`config.mk`:
```
export PLATFORM = sky130hd
export DESIGN_NAME = amd_ctrl
export DESIGN_NICKNAME = d
export VERILOG_FILES = /design/src/inc/amd_pkg.sv /design/src/core/amd_tick.sv /design/src/core/amd_fifo.sv /design/src/core/amd_ctrl.sv
export SDC_FILE = /design/constraint.sdc
export NUM_CORES = 1
export LEC_CHECK = 0
export ABC_AREA = 1
export BUFFER_PORTS_ARGS = -buffer_cell sky130_fd_sc_hd__buf_4
export CAP_MARGIN = 0
export CORE_MARGIN = 5
export CORE_UTILIZATION = 30
export DETAILED_ROUTE_END_ITERATION = 7
export PLACE_DENSITY = 0.45
export SETUP_SLACK_MARGIN = 0.1
export SLEW_MARGIN = 20
export SYNTH_ARGS = -nofsm -noshare
export SYNTH_HDL_FRONTEND = slang
export SYNTH_SLANG_ARGS = --single-unit
```
`constraint.sdc`:
```
create_clock -name core_clk_i -period 8.8 [get_ports core_clk_i]
set_input_delay 2.64 -clock core_clk_i [delete_from_list [all_inputs] [get_ports core_clk_i]]
set_output_delay 2.64 -clock core_clk_i [all_outputs]
set_load 0.1 [all_outputs]
```
`src/inc/amd_pkg.sv`:
```
// Constants, register map and encodings of the mode and readout control.
// Assumes a single 125 MHz core clock; the serial front end decodes addresses.
package amd_pkg;

  // ==========================================================
  // Clock and timing
  localparam int unsigned CLK_HZ = 125_000_000;
  localparam int unsigned SAMPLE_HZ_SLOW = 125;
  localparam int unsigned SAMPLE_HZ_FAST = 250;
  localparam int unsigned DETECT_BW_HZ = 600;
  localparam int unsigned DETECT_SAMPLE_HZ = 2 * DETECT_BW_HZ;
  localparam int unsigned PULSE_STEP_US = 500;
  localparam int unsigned WINDOW_STEP_US = 1000;
  localparam int unsigned TURN_ON_MAX_MS = 20;
  localparam int unsigned SAMPLE_CYC_SLOW = CLK_HZ / SAMPLE_HZ_SLOW;
  localparam int unsigned SAMPLE_CYC_FAST = CLK_HZ / SAMPLE_HZ_FAST;
  localparam int unsigned DETECT_CYC = CLK_HZ / DETECT_SAMPLE_HZ;
  localparam int unsigned PULSE_STEP_CYC = (CLK_HZ / 1_000_000) * PULSE_STEP_US;
  localparam int unsigned WINDOW_STEP_CYC = (CLK_HZ / 1_000_000) * WINDOW_STEP_US;
  localparam int unsigned TURN_ON_MAX_CYC = (CLK_HZ / 1000) * TURN_ON_MAX_MS;
  localparam int unsigned TICK_CW = 24;

  // ==========================================================
  // Register offsets
  localparam logic [5:0] ADDR_X_LO = 6'h00;
  localparam logic [5:0] ADDR_X_HI = 6'h01;
  localparam logic [5:0] ADDR_Y_LO = 6'h02;
  localparam logic [5:0] ADDR_Y_HI = 6'h03;
  localparam logic [5:0] ADDR_Z_LO = 6'h04;
  localparam logic [5:0] ADDR_Z_HI = 6'h05;
  localparam logic [5:0] ADDR_X8 = 6'h06;
  localparam logic [5:0] ADDR_Y8 = 6'h07;
  localparam logic [5:0] ADDR_Z8 = 6'h08;
  localparam logic [5:0] ADDR_STATUS = 6'h09;
  localparam logic [5:0] ADDR_MODE = 6'h16;
  localparam logic [5:0] ADDR_CTRL1 = 6'h18;
  localparam logic [5:0] ADDR_CTRL2 = 6'h19;
  localparam logic [5:0] ADDR_LVL_THR = 6'h1A;

  // ==========================================================
  // Field layouts and reset values
  localparam int unsigned MODE_LSB = 0;
  localparam int unsigned RANGE_LSB = 2;
  localparam int unsigned SELF_TEST_BIT = 4;
  localparam int unsigned THREE_WIRE_BIT = 5;
  localparam int unsigned PIN_DIS_BIT = 6;
  localparam logic [7:0] MODE_WR_MASK = 8'h7F;
  localparam int unsigned BW_BIT = 7;
  localparam int unsigned THOPT_BIT = 6;
  localparam int unsigned XDIS_BIT = 3;
  localparam logic [7:0] CTRL2_WR_MASK = 8'h07;
  localparam int unsigned LVL_POL_BIT = 0;
  localparam int unsigned PLS_POL_BIT = 1;
  localparam int unsigned STAT_RDY_BIT = 0;
  localparam int unsigned STAT_OVR_BIT = 1;
  localparam logic [7:0] REG_RESET = 8'h00;
  localparam logic [6:0] THR_LEVELS = 7'h7F;

  // ==========================================================
  // Encodings
  typedef enum logic [1:0] {
    MODE_STANDBY = 2'b00,
    MODE_MEASURE = 2'b01,
    MODE_LEVEL = 2'b10,
    MODE_PULSE = 2'b11
  } amd_mode_t;

  typedef enum logic [1:0] {
    RANGE_8G = 2'b00,
    RANGE_2G = 2'b01,
    RANGE_4G = 2'b10,
    RANGE_RSVD = 2'b11
  } amd_range_t;

  localparam logic [1:0] AXIS_X = 2'b00;
  localparam logic [1:0] AXIS_Y = 2'b01;
  localparam logic [1:0] AXIS_Z = 2'b10;

endpackage

```
`src/core/amd_tick.sv`:
```
// Programmable rate divider giving one-cycle enable pulses.
// Assumes the period input is stable while enabled; disable restarts the count.
`timescale 1ns/1ns
module amd_tick
  import amd_pkg::*;
#(
  parameter int unsigned CW = TICK_CW
) (
  input wire logic core_clk_i,
  input wire logic sys_rst_i,
  input wire logic en_i,
  input wire logic [CW-1:0] period_i,
  output logic tick_o
);

  logic [CW-1:0] cnt_r;

  initial begin
    if (CW < 2) begin
      $error("amd_tick: CW too small");
    end
  end

  // ==========================================================
  // Counter
  always_ff @(posedge core_clk_i) begin
    if (sys_rst_i || !en_i) begin
      cnt_r <= '0;
      tick_o <= 1'b0;
    end else if (cnt_r >= period_i - CW'(1)) begin
      cnt_r <= '0;
      tick_o <= 1'b1;
    end else begin
      cnt_r <= cnt_r + CW'(1);
      tick_o <= 1'b0;
    end
  end

endmodule

```
`src/core/amd_fifo.sv`:
```
// Small synchronous FIFO for conversion results.
// Assumes one clock; push when in_ready, pop when out_valid and out_ready.
`timescale 1ns/1ns
module amd_fifo #(
  parameter int unsigned W = 12,
  parameter int unsigned DEPTH = 4
) (
  input wire logic core_clk_i,
  input wire logic sys_rst_i,
  input wire logic in_valid_i,
  output logic in_ready_o,
  input wire logic [W-1:0] in_data_i,
  output logic out_valid_o,
  input wire logic out_ready_i,
  output logic [W-1:0] out_data_o
);

  localparam int unsigned AW = (DEPTH > 1) ? $clog2(DEPTH) : 1;

  logic [W-1:0] mem_r [DEPTH];
  logic [AW-1:0] wr_ptr_r;
  logic [AW-1:0] rd_ptr_r;
  logic [AW:0] count_r;
  logic push;
  logic pop;

  initial begin
    if (DEPTH < 2 || (DEPTH & (DEPTH - 1)) != 0) begin
      $error("amd_fifo: DEPTH must be a power of two, at least 2");
    end
  end

  assign in_ready_o = (count_r != (AW + 1)'(DEPTH));
  assign out_valid_o = (count_r != '0);
  assign out_data_o = mem_r[rd_ptr_r];
  assign push = in_valid_i && in_ready_o;
  assign pop = out_valid_o && out_ready_i;

  // ==========================================================
  // Storage and pointers
  always_ff @(posedge core_clk_i) begin
    if (push) begin
      mem_r[wr_ptr_r] <= in_data_i;
    end
  end

  always_ff @(posedge core_clk_i) begin
    if (sys_rst_i) begin
      wr_ptr_r <= '0;
      rd_ptr_r <= '0;
      count_r <= '0;
    end else begin
      if (push) begin
        wr_ptr_r <= wr_ptr_r + AW'(1);
      end
      if (pop) begin
        rd_ptr_r <= rd_ptr_r + AW'(1);
      end
      count_r <= count_r + (AW + 1)'(push) - (AW + 1)'(pop);
    end
  end

endmodule

```
`src/core/amd_ctrl.sv`:
```
// Mode decode, g-range gain, sampling sequence and data-ready control.
// Assumes the serial front end presents decoded register strobes on core_clk_i
// and the converter returns one result per start, in the same clock domain.
`timescale 1ns/1ns

// Contract
// Mode field 00 standby, 01 measure, 10 level detect, 11 pulse detect.
// Range 00 is 8g at 16/g, 01 2g at 64/g, 10 4g at 32/g.
// Range changes apply to the next results without visiting standby.
// 8-bit results offer 2g, 4g, 8g; 10-bit results are 8g only.
// Measurement samples at 125 Hz for 62.5 Hz bandwidth, 250 Hz for 125 Hz.
// Measurement converts all three axes continuously with no host trigger.
// Ready pin goes high once X, Y and Z of a set are done.
// Ready condition mirrored as a status bit at address 09.
// Ready pin stays high until any axis output register is read.
// Overrun bit set when new data overwrite unread data.
// Detection outputs inactive in measurement mode.
// Standby takes no samples, registers stay fully accessible.
// Self-test bit at 16 drives the deflection stimulus.
// Each axis can be excluded from detection; all enabled by default.
// Motion (any above) or freefall (all below), absolute or signed compare.
// Pulse timer steps are 0.5 ms, range 0.5 to 127 ms.
// Latency and window timers step in 1 ms, up to 150 and 250 ms.
// Threshold compare resolves 127 levels.
// Detection modes sample for a 600 Hz detection bandwidth.
// Bandwidth bit clear gives 62.5 Hz, set gives 125 Hz.
// Valid output within 20 ms after leaving standby.
// Mode register bit 7 reads zero and ignores writes.
module amd_ctrl
  import amd_pkg::*;
#(
  parameter int unsigned SAMPLE_SLOW = SAMPLE_CYC_SLOW,
  parameter int unsigned SAMPLE_FAST = SAMPLE_CYC_FAST,
  parameter int unsigned SAMPLE_DETECT = DETECT_CYC,
  parameter int unsigned PULSE_STEP = PULSE_STEP_CYC,
  parameter int unsigned WINDOW_STEP = WINDOW_STEP_CYC,
  parameter int unsigned TURN_ON_MAX = TURN_ON_MAX_CYC,
  parameter int unsigned FIFO_DEPTH = 4
) (
  input wire logic core_clk_i,
  input wire logic sys_rst_i,
  input wire logic [5:0] reg_addr_i,
  input wire logic reg_wr_i,
  input wire logic reg_rd_i,
  input wire logic [7:0] reg_wdata_i,
  output logic [7:0] reg_rdata_o,
  output logic reg_rvalid_o,
  output logic conv_start_o,
  output logic [1:0] conv_axis_o,
  input wire logic conv_valid_i,
  input wire logic [9:0] conv_data_i,
  output logic conv_ready_o,
  output logic sample_ready_pin_o,
  output logic self_test_on_o,
  output logic [1:0] gain_code_o,
  output logic three_wire_serial_select_o,
  output logic filter_bw_select_o,
  output logic detect_bw_wide_o,
  output logic detect_hit_o,
  output logic pulse_step_o,
  output logic window_step_o,
  output logic [1:0] op_mode_o
);

  typedef enum logic [1:0] {
    SEQ_IDLE = 2'b00,
    SEQ_START = 2'b01,
    SEQ_WAIT = 2'b10
  } amd_seq_t;

  // ==========================================================
  // Declarations
  logic [7:0] mode_r;
  logic [7:0] ctrl1_r;
  logic [7:0] ctrl2_r;
  logic [7:0] lvl_thr_r;
  logic [9:0] x_r;
  logic [9:0] y_r;
  logic [9:0] z_r;
  logic [7:0] x8_r;
  logic [7:0] y8_r;
  logic [7:0] z8_r;
  logic rdy_r;
  logic ovr_r;
  amd_seq_t seq_r;
  logic [1:0] axis_r;
  amd_mode_t mode;
  amd_range_t range;
  logic active;
  logic detecting;
  logic [TICK_CW-1:0] sample_period;
  logic sample_tick;
  logic pulse_tick;
  logic window_tick;
  logic fifo_in_ready;
  logic fifo_out_valid;
  logic fifo_out_ready;
  logic [11:0] fifo_out_data;
  logic [1:0] drain_axis;
  logic [9:0] drain_data;
  logic [7:0] drain8;
  logic drain;
  logic set_done;
  logic out_read;
  logic hit_now;

  initial begin
    if (SAMPLE_SLOW > TURN_ON_MAX || SAMPLE_SLOW >= (1 << TICK_CW)) begin
      $error("amd_ctrl: sample period exceeds turn-on limit or counter");
    end
    if (PULSE_STEP < 2 || WINDOW_STEP < 2 || FIFO_DEPTH < 2) begin
      $error("amd_ctrl: step counts or FIFO depth too small");
    end
  end

  // ==========================================================
  // Functions
  // Gain applied at drain so a range change only affects results drained after it, possibly mid-set
  function automatic logic [7:0] scale8(input logic [9:0] raw, input amd_range_t rng);
    logic [9:0] shifted;
    shifted = raw;
    case (rng)
      RANGE_2G: shifted = raw;
      RANGE_4G: shifted = {raw[9], raw[9:1]};
      default: shifted = {raw[9], raw[9], raw[9:2]};
    endcase
    if (shifted[9] && shifted[8:7] != 2'b11) begin
      scale8 = 8'h80;
    end else if (!shifted[9] && shifted[8:7] != 2'b00) begin
      scale8 = 8'h7F;
    end else begin
      scale8 = shifted[7:0];
    end
  endfunction

  // Absolute magnitude saturates to 127 levels
  function automatic logic cmp_axis(input logic [7:0] v, input logic [7:0] thr,
                                    input logic signed_cmp, input logic below);
    logic [6:0] mag;
    logic [6:0] lim;
    mag = v[7] ? ((v == 8'h80) ? THR_LEVELS : 7'(-v)) : v[6:0];
    lim = thr[6:0];
    if (signed_cmp) begin
      cmp_axis = below ? ($signed(v) < $signed(thr)) : ($signed(v) > $signed(thr));
    end else begin
      cmp_axis = below ? (mag < lim) : (mag > lim);
    end
  endfunction

  function automatic logic is_out_addr(input logic [5:0] a);
    is_out_addr = (a <= ADDR_Z8);
  endfunction

  // ==========================================================
  // Mode decode
  assign mode = amd_mode_t'(mode_r[MODE_LSB +: 2]);
  assign range = amd_range_t'(mode_r[RANGE_LSB +: 2]);
  assign active = (mode != MODE_STANDBY);
  assign detecting = (mode == MODE_LEVEL) || (mode == MODE_PULSE);

  always_comb begin
    case (mode)
      MODE_MEASURE: begin
        sample_period = ctrl1_r[BW_BIT] ? TICK_CW'(SAMPLE_FAST) : TICK_CW'(SAMPLE_SLOW);
      end
      MODE_LEVEL, MODE_PULSE: begin
        sample_period = TICK_CW'(SAMPLE_DETECT);
      end
      default: begin
        sample_period = TICK_CW'(SAMPLE_SLOW);
      end
    endcase
  end

  // ==========================================================
  // Rate dividers
  // Restart on activation puts the first set one period out, under 20 ms
  amd_tick #(.CW(TICK_CW)) u_sample_tick (
    .core_clk_i(core_clk_i),
    .sys_rst_i(sys_rst_i),
    .en_i(active),
    .period_i(sample_period),
    .tick_o(sample_tick)
  );

  amd_tick #(.CW(TICK_CW)) u_pulse_tick (
    .core_clk_i(core_clk_i),
    .sys_rst_i(sys_rst_i),
    .en_i(mode == MODE_PULSE),
    .period_i(TICK_CW'(PULSE_STEP)),
    .tick_o(pulse_tick)
  );

  amd_tick #(.CW(TICK_CW)) u_window_tick (
    .core_clk_i(core_clk_i),
    .sys_rst_i(sys_rst_i),
    .en_i(mode == MODE_PULSE),
    .period_i(TICK_CW'(WINDOW_STEP)),
    .tick_o(window_tick)
  );

  // ==========================================================
  // Register writes
  always_ff @(posedge core_clk_i) begin
    if (sys_rst_i) begin
      mode_r <= REG_RESET;
      ctrl1_r <= REG_RESET;
      ctrl2_r <= REG_RESET;
      lvl_thr_r <= REG_RESET;
    end else if (reg_wr_i) begin
      case (reg_addr_i)
        ADDR_MODE: mode_r <= reg_wdata_i & MODE_WR_MASK;
        ADDR_CTRL1: ctrl1_r <= reg_wdata_i;
        ADDR_CTRL2: ctrl2_r <= reg_wdata_i & CTRL2_WR_MASK;
        ADDR_LVL_THR: lvl_thr_r <= reg_wdata_i;
        default: ;
      endcase
    end
  end

  // ==========================================================
  // Conversion sequencer
  // One conversion in flight, started only with FIFO room for its result
  always_ff @(posedge core_clk_i) begin
    if (sys_rst_i) begin
      seq_r <= SEQ_IDLE;
      axis_r <= AXIS_X;
      conv_start_o <= 1'b0;
    end else begin
      conv_start_o <= 1'b0;
      case (seq_r)
        SEQ_IDLE: begin
          axis_r <= AXIS_X;
          if (sample_tick && active) begin
            seq_r <= SEQ_START;
          end
        end
        SEQ_START: begin
          if (!active) begin
            seq_r <= SEQ_IDLE;
          end else if (fifo_in_ready) begin
            conv_start_o <= 1'b1;
            seq_r <= SEQ_WAIT;
          end
        end
        SEQ_WAIT: begin
          if (conv_valid_i) begin
            if (axis_r == AXIS_Z) begin
              seq_r <= SEQ_IDLE;
            end else begin
              axis_r <= axis_r + 2'd1;
              seq_r <= SEQ_START;
            end
          end
        end
        default: seq_r <= SEQ_IDLE;
      endcase
    end
  end

  assign conv_axis_o = axis_r;

  always_ff @(posedge core_clk_i) begin
    if (sys_rst_i) begin
      conv_ready_o <= 1'b0;
    end else begin
      conv_ready_o <= (seq_r == SEQ_WAIT);
    end
  end

  // ==========================================================
  // Result buffer
  // Draining pauses during an output read so no set completes in a read cycle
  assign fifo_out_ready = !(reg_rd_i && is_out_addr(reg_addr_i));

  amd_fifo #(.W(12), .DEPTH(FIFO_DEPTH)) u_fifo (
    .core_clk_i(core_clk_i),
    .sys_rst_i(sys_rst_i),
    .in_valid_i(conv_valid_i && seq_r == SEQ_WAIT),
    .in_ready_o(fifo_in_ready),
    .in_data_i({axis_r, conv_data_i}),
    .out_valid_o(fifo_out_valid),
    .out_ready_i(fifo_out_ready),
    .out_data_o(fifo_out_data)
  );

  assign drain = fifo_out_valid && fifo_out_ready;
  assign drain_axis = fifo_out_data[11:10];
  assign drain_data = fifo_out_data[9:0];
  assign drain8 = scale8(drain_data, range);
  assign set_done = drain && (drain_axis == AXIS_Z);
  assign out_read = reg_rd_i && is_out_addr(reg_addr_i);

  // ==========================================================
  // Output data
  always_ff @(posedge core_clk_i) begin
    if (sys_rst_i) begin
      x_r <= '0;
      y_r <= '0;
      z_r <= '0;
      x8_r <= '0;
      y8_r <= '0;
      z8_r <= '0;
    end else if (drain) begin
      case (drain_axis)
        AXIS_X: begin
          x_r <= drain_data;
          x8_r <= drain8;
        end
        AXIS_Y: begin
          y_r <= drain_data;
          y8_r <= drain8;
        end
        default: begin
          z_r <= drain_data;
          z8_r <= drain8;
        end
      endcase
    end
  end

  // ==========================================================
  // Ready and overrun flags
  // New set wins over a read in the same cycle
  always_ff @(posedge core_clk_i) begin
    if (sys_rst_i) begin
      rdy_r <= 1'b0;
      ovr_r <= 1'b0;
    end else begin
      if (set_done) begin
        rdy_r <= 1'b1;
      end else if (out_read) begin
        rdy_r <= 1'b0;
      end
      if (set_done && rdy_r) begin
        ovr_r <= 1'b1;
      end else if (out_read) begin
        ovr_r <= 1'b0;
      end
    end
  end

  always_ff @(posedge core_clk_i) begin
    if (sys_rst_i) begin
      sample_ready_pin_o <= 1'b0;
    end else begin
      sample_ready_pin_o <= (set_done || (rdy_r && !out_read)) && !mode_r[PIN_DIS_BIT];
    end
  end

  // ==========================================================
  // Detection compare
  // Disabled axes drop out of the OR and pass in the AND
  always_comb begin
    logic below;
    logic [2:0] en;
    logic [2:0] res;
    below = (mode == MODE_PULSE) ? ctrl2_r[PLS_POL_BIT] : ctrl2_r[LVL_POL_BIT];
    en = ~ctrl1_r[XDIS_BIT +: 3];
    res[0] = cmp_axis(x8_r, lvl_thr_r, ctrl1_r[THOPT_BIT], below);
    res[1] = cmp_axis(y8_r, lvl_thr_r, ctrl1_r[THOPT_BIT], below);
    res[2] = cmp_axis(drain8, lvl_thr_r, ctrl1_r[THOPT_BIT], below);
    if (below) begin
      hit_now = (en != 3'b000) && ((res | ~en) == 3'b111);
    end else begin
      hit_now = |(res & en);
    end
  end

  always_ff @(posedge core_clk_i) begin
    if (sys_rst_i) begin
      detect_hit_o <= 1'b0;
    end else if (!detecting) begin
      detect_hit_o <= 1'b0;
    end else if (set_done) begin
      detect_hit_o <= hit_now;
    end
  end

  // ==========================================================
  // Control outputs
  always_ff @(posedge core_clk_i) begin
    if (sys_rst_i) begin
      self_test_on_o <= 1'b0;
      gain_code_o <= RANGE_8G;
      three_wire_serial_select_o <= 1'b0;
      filter_bw_select_o <= 1'b0;
      detect_bw_wide_o <= 1'b0;
      pulse_step_o <= 1'b0;
      window_step_o <= 1'b0;
      op_mode_o <= MODE_STANDBY;
    end else begin
      self_test_on_o <= mode_r[SELF_TEST_BIT];
      gain_code_o <= mode_r[RANGE_LSB +: 2];
      three_wire_serial_select_o <= mode_r[THREE_WIRE_BIT];
      filter_bw_select_o <= ctrl1_r[BW_BIT];
      detect_bw_wide_o <= detecting;
      pulse_step_o <= pulse_tick;
      window_step_o <= window_tick;
      op_mode_o <= mode;
    end
  end

  // ==========================================================
  // Register reads
  always_ff @(posedge core_clk_i) begin
    if (sys_rst_i) begin
      reg_rdata_o <= '0;
      reg_rvalid_o <= 1'b0;
    end else begin
      reg_rvalid_o <= reg_rd_i;
      if (reg_rd_i) begin
        case (reg_addr_i)
          ADDR_X_LO: reg_rdata_o <= x_r[7:0];
          ADDR_X_HI: reg_rdata_o <= {{6{x_r[9]}}, x_r[9:8]};
          ADDR_Y_LO: reg_rdata_o <= y_r[7:0];
          ADDR_Y_HI: reg_rdata_o <= {{6{y_r[9]}}, y_r[9:8]};
          ADDR_Z_LO: reg_rdata_o <= z_r[7:0];
          ADDR_Z_HI: reg_rdata_o <= {{6{z_r[9]}}, z_r[9:8]};
          ADDR_X8: reg_rdata_o <= x8_r;
          ADDR_Y8: reg_rdata_o <= y8_r;
          ADDR_Z8: reg_rdata_o <= z8_r;
          ADDR_STATUS: begin
            reg_rdata_o <= '0;
            reg_rdata_o[STAT_RDY_BIT] <= rdy_r;
            reg_rdata_o[STAT_OVR_BIT] <= ovr_r;
          end
          ADDR_MODE: reg_rdata_o <= mode_r;
          ADDR_CTRL1: reg_rdata_o <= ctrl1_r;
          ADDR_CTRL2: reg_rdata_o <= ctrl2_r;
          ADDR_LVL_THR: reg_rdata_o <= lvl_thr_r;
          default: reg_rdata_o <= '0;
        endcase
      end
    end
  end

endmodule

```
==> summary.txt <==
Clock network
  • CTS Sinks: 241
  • Hold-fix buffers, CTS: 0
  • TritonCTS clock tree: built
  • TritonCTS Buffers: 28
  • Post-CTS Setup Inserts: 0
  • Reg clk slew, reported paths: 60 ps
  • Maximum root-to-sink buffer count: 3
  • Clock latency on the worst-skew pair: 540 ps
  • Post_cts resized: 0
  • Root Driver: clkbuf_16
  • H-tree levels: 1

Logic synthesis
  • Ys async rst share: 0
  • #FFs+latches synth: 241
  • Ys Warns: 0
  • Post-Syn Area: 11900 um^2
  • Post-synth top flop: dfxtp_1
  • Distinct cells, synth: 62
  • Avg Cell Area, Syn: 7.97 um^2
  • Seq/Total Area, Yosys: 0.446
  • Post-synth EDFFs: 48
  • Cells after Synth: 1492

Critical path
  • R2R cell count: 28
  • Crit end category: flop
  • Cell mode on critical path: nand2_1
  • Register-to-register setup slack: 4140 ps
  • Worst path slowest cell: dfxtp_1
  • Startpoint Class: flop
  • CP max FO: 25
  • Data required, critical path: 9230 ps
  • Worst Setup Path Type: reg -> reg
  • RR Endpoint: detect_hit_o
  • CP endpoint: detect_hit_o
  • Arrival time worst endpoint: 5090 ps
  • Worst path max stage delay: 900 ps

Timing
  • Final worst setup slack: 4140 ps
  • RSZ-0062 raised after global routing: no
  • Final Hold Vio Count: 0
  • Max Slew Vio Count: 0
  • Clk_skew: 7.04 ps
  • Final Cycle Share: 0.530
  • Final setup vio count: 0
  • Rel. slew slack: 0.410
  • Peak Freq: 214 MHz
  • Setup TNS: 0 ps
  • Worst-Margin Slew: 883 ps
  • Min Tclk post-route: 4660 ps

Final layout
  • Fillers: 4218
  • Most common cell after layout, fill and taps aside: nand2_1
  • Area of the multi-input gates: 5710 um^2
  • Commonest non-fill, non-tap cells in the layout: 254 x nand2_1, 193 x dfxtp_1, 185 x inv_1, 154 x nor2_1, 143 x a21oi_1
  • Area Overhead vs Synth: 16.0%
  • Ant diodes: 0
  • Register area: 5310 um^2
  • Nets: 1668
  • Design area: 13800 um^2
  • Share of layout cells above drive strength 1: 0.0905
  • Final Core Density: 0.350

GRT
  • GRT Residual Overflow: 0
  • Number of global-route vias before repair: 9584
  • Initial antenna violation count: 0
  • Total GRT Usage: 0.149
  • Global-route wire length before repair: 52800 um
  • Largest net degree at the start of global routing: 60

Route
  • Initial DRC count: 542
  • Vias: 9857
  • Avg WL per Cell: 15.9 um
  • Final WL: 33500 um
  • Via density: 4.68
  • Pre-antenna DRT Iters: 5
  • DRC: 0
  • Post-route ant nets: 0

Run
  • Max Cap Viol: 0

Floorplan
  • Starting Density: 0.302
  • I/O pin count: 54
  • Die X: 209 um
  • Core area: 39500 um^2
  • Row cnt: 73
  • Die Y: 209 um
  • Die area: 43700 um^2

Placement
  • Post-DP HPWL: 24700 um
  • IO buf count: 53
  • DP Area: 12900 um^2
  • Pre-CTS worst setup slack: 3790 ps
  • Gpl congestion: 0.880

Min path
  • Worst hold stages: 2
  • Hold Path Class: reg -> reg

Pwr
  • Leak Pwr: 5.74 nW
  • Total Power: 0.00389 W
  • PwrDens: 282 nW/um^2
  • Worst vdd ir: 138 uV

Run status
  • Status: finished clean
[how the worst min path moves through the flow]
stage / to / startpoint
after CTS: pulse_step_o / u_pulse_tick.tick_o
after global placement: pulse_step_o / u_pulse_tick.tick_o
final: pulse_step_o / u_pulse_tick.tick_o
after detailed placement: pulse_step_o / u_pulse_tick.tick_o
after floorplan: pulse_step_o / u_pulse_tick.tick_o
after global routing: sample_ready_pin_o / mode_r[6]
[flip-flops by register name (all words and copies together), names as in the netlist, 7 cells and up, named ones only]
signal / cells
u_fifo.mem_r: 48
u_pulse_tick.cnt_r: 24
u_sample_tick.cnt_r: 24
u_window_tick.cnt_r: 24
x_r: 10
y_r: 10
z_r: 10
ctrl1_r: 8
lvl_thr_r: 8
reg_rdata_o: 8
x8_r: 8
y8_r: 8
z8_r: 8
mode_r: 7
[routing by layer]
metal | share of wire | track usage | vias up
li1 | - | - | 5126
met1 | 0.46 | 0.197 | 4536
met2 | 0.47 | 0.255 | 143
met3 | 0.045 | 0.0237 | 52
met4 | 0.024 | 0.0398 | 0
met5 | 0 | 0 | -
[cell families (layout without fill, tap and decap cells)]
| logic type | after synthesis | count (layout) | synth area share |
|---|---|---|---|
| other | 2 | 20 | 0.000631 |
| AO/OA/AOI/OAI | 327 | 327 | 0.158 |
| buffers and inverters | 237 | 307 | 0.0795 |
| AND/OR/NAND/NOR | 578 | 578 | 0.211 |
| adder cells (fa/ha/maj) | 80 | 80 | 0.0848 |
| multiplexers | 1 | 1 | 0.000841 |
| flip-flops | 241 | 241 | 0.446 |
| XOR/XNOR | 26 | 26 | 0.0191 |
[layout make-up]
cell class                 instances  share of cell area
inverter                         194              0.0529
tap                              525              0.0476
multi-input combinational       1032               0.414
clock buffer                      45              0.0635
timing repair buffer              62              0.0337
clock inverter                     6             0.00408
sequential                       241               0.384
[synth_stat cells (15+ instances only)]
| library cell | number | share of area |
|---|---|---|
| edfxtp_1 | 48 | 0.12 |
| nand3_1 | 78 | 0.033 |
| dfxtp_1 | 193 | 0.32 |
| inv_1 | 185 | 0.058 |
| nand4_1 | 15 | 0.0079 |
| nand2_1 | 254 | 0.080 |
| o21ai_0 | 106 | 0.045 |
| nor2_1 | 154 | 0.049 |
| ha_1 | 79 | 0.083 |
| a21oi_1 | 143 | 0.060 |
| xor2_1 | 16 | 0.012 |
| clkbuf_1 | 25 | 0.0079 |
| nor3_1 | 27 | 0.011 |
[per-stage QoR]
stage	std cells	hold slack (ps)
finish	2105	417
global route	2105	441
CTS	2105	425
detailed placement	2054	404
global placement	2054	399
floorplan	1510	388
[critical path, delay by kind of cell (launching register included)]
kind | cells | cell delay (ps)
AO/OA/AOI/OAI | 4 | 390
adder cells (fa/ha/maj) | 2 | 560
buffers and inverters | 2 | 390
flip-flops | 1 | 900
multiplexers | 1 | 100
AND/OR/NAND/NOR | 19 | 2170
[report_power, final]
group | internal [W] | leakage, nW | switching, W
logic | 0.000474 | 3.27 | 0.000876
clock network | 0.000707 | 0.464 | 0.000454
registers | 0.00126 | 2.01 | 0.000124
total | 0.00244 | 5.74 | 0.00145
(Power assumes the default switching activity.)
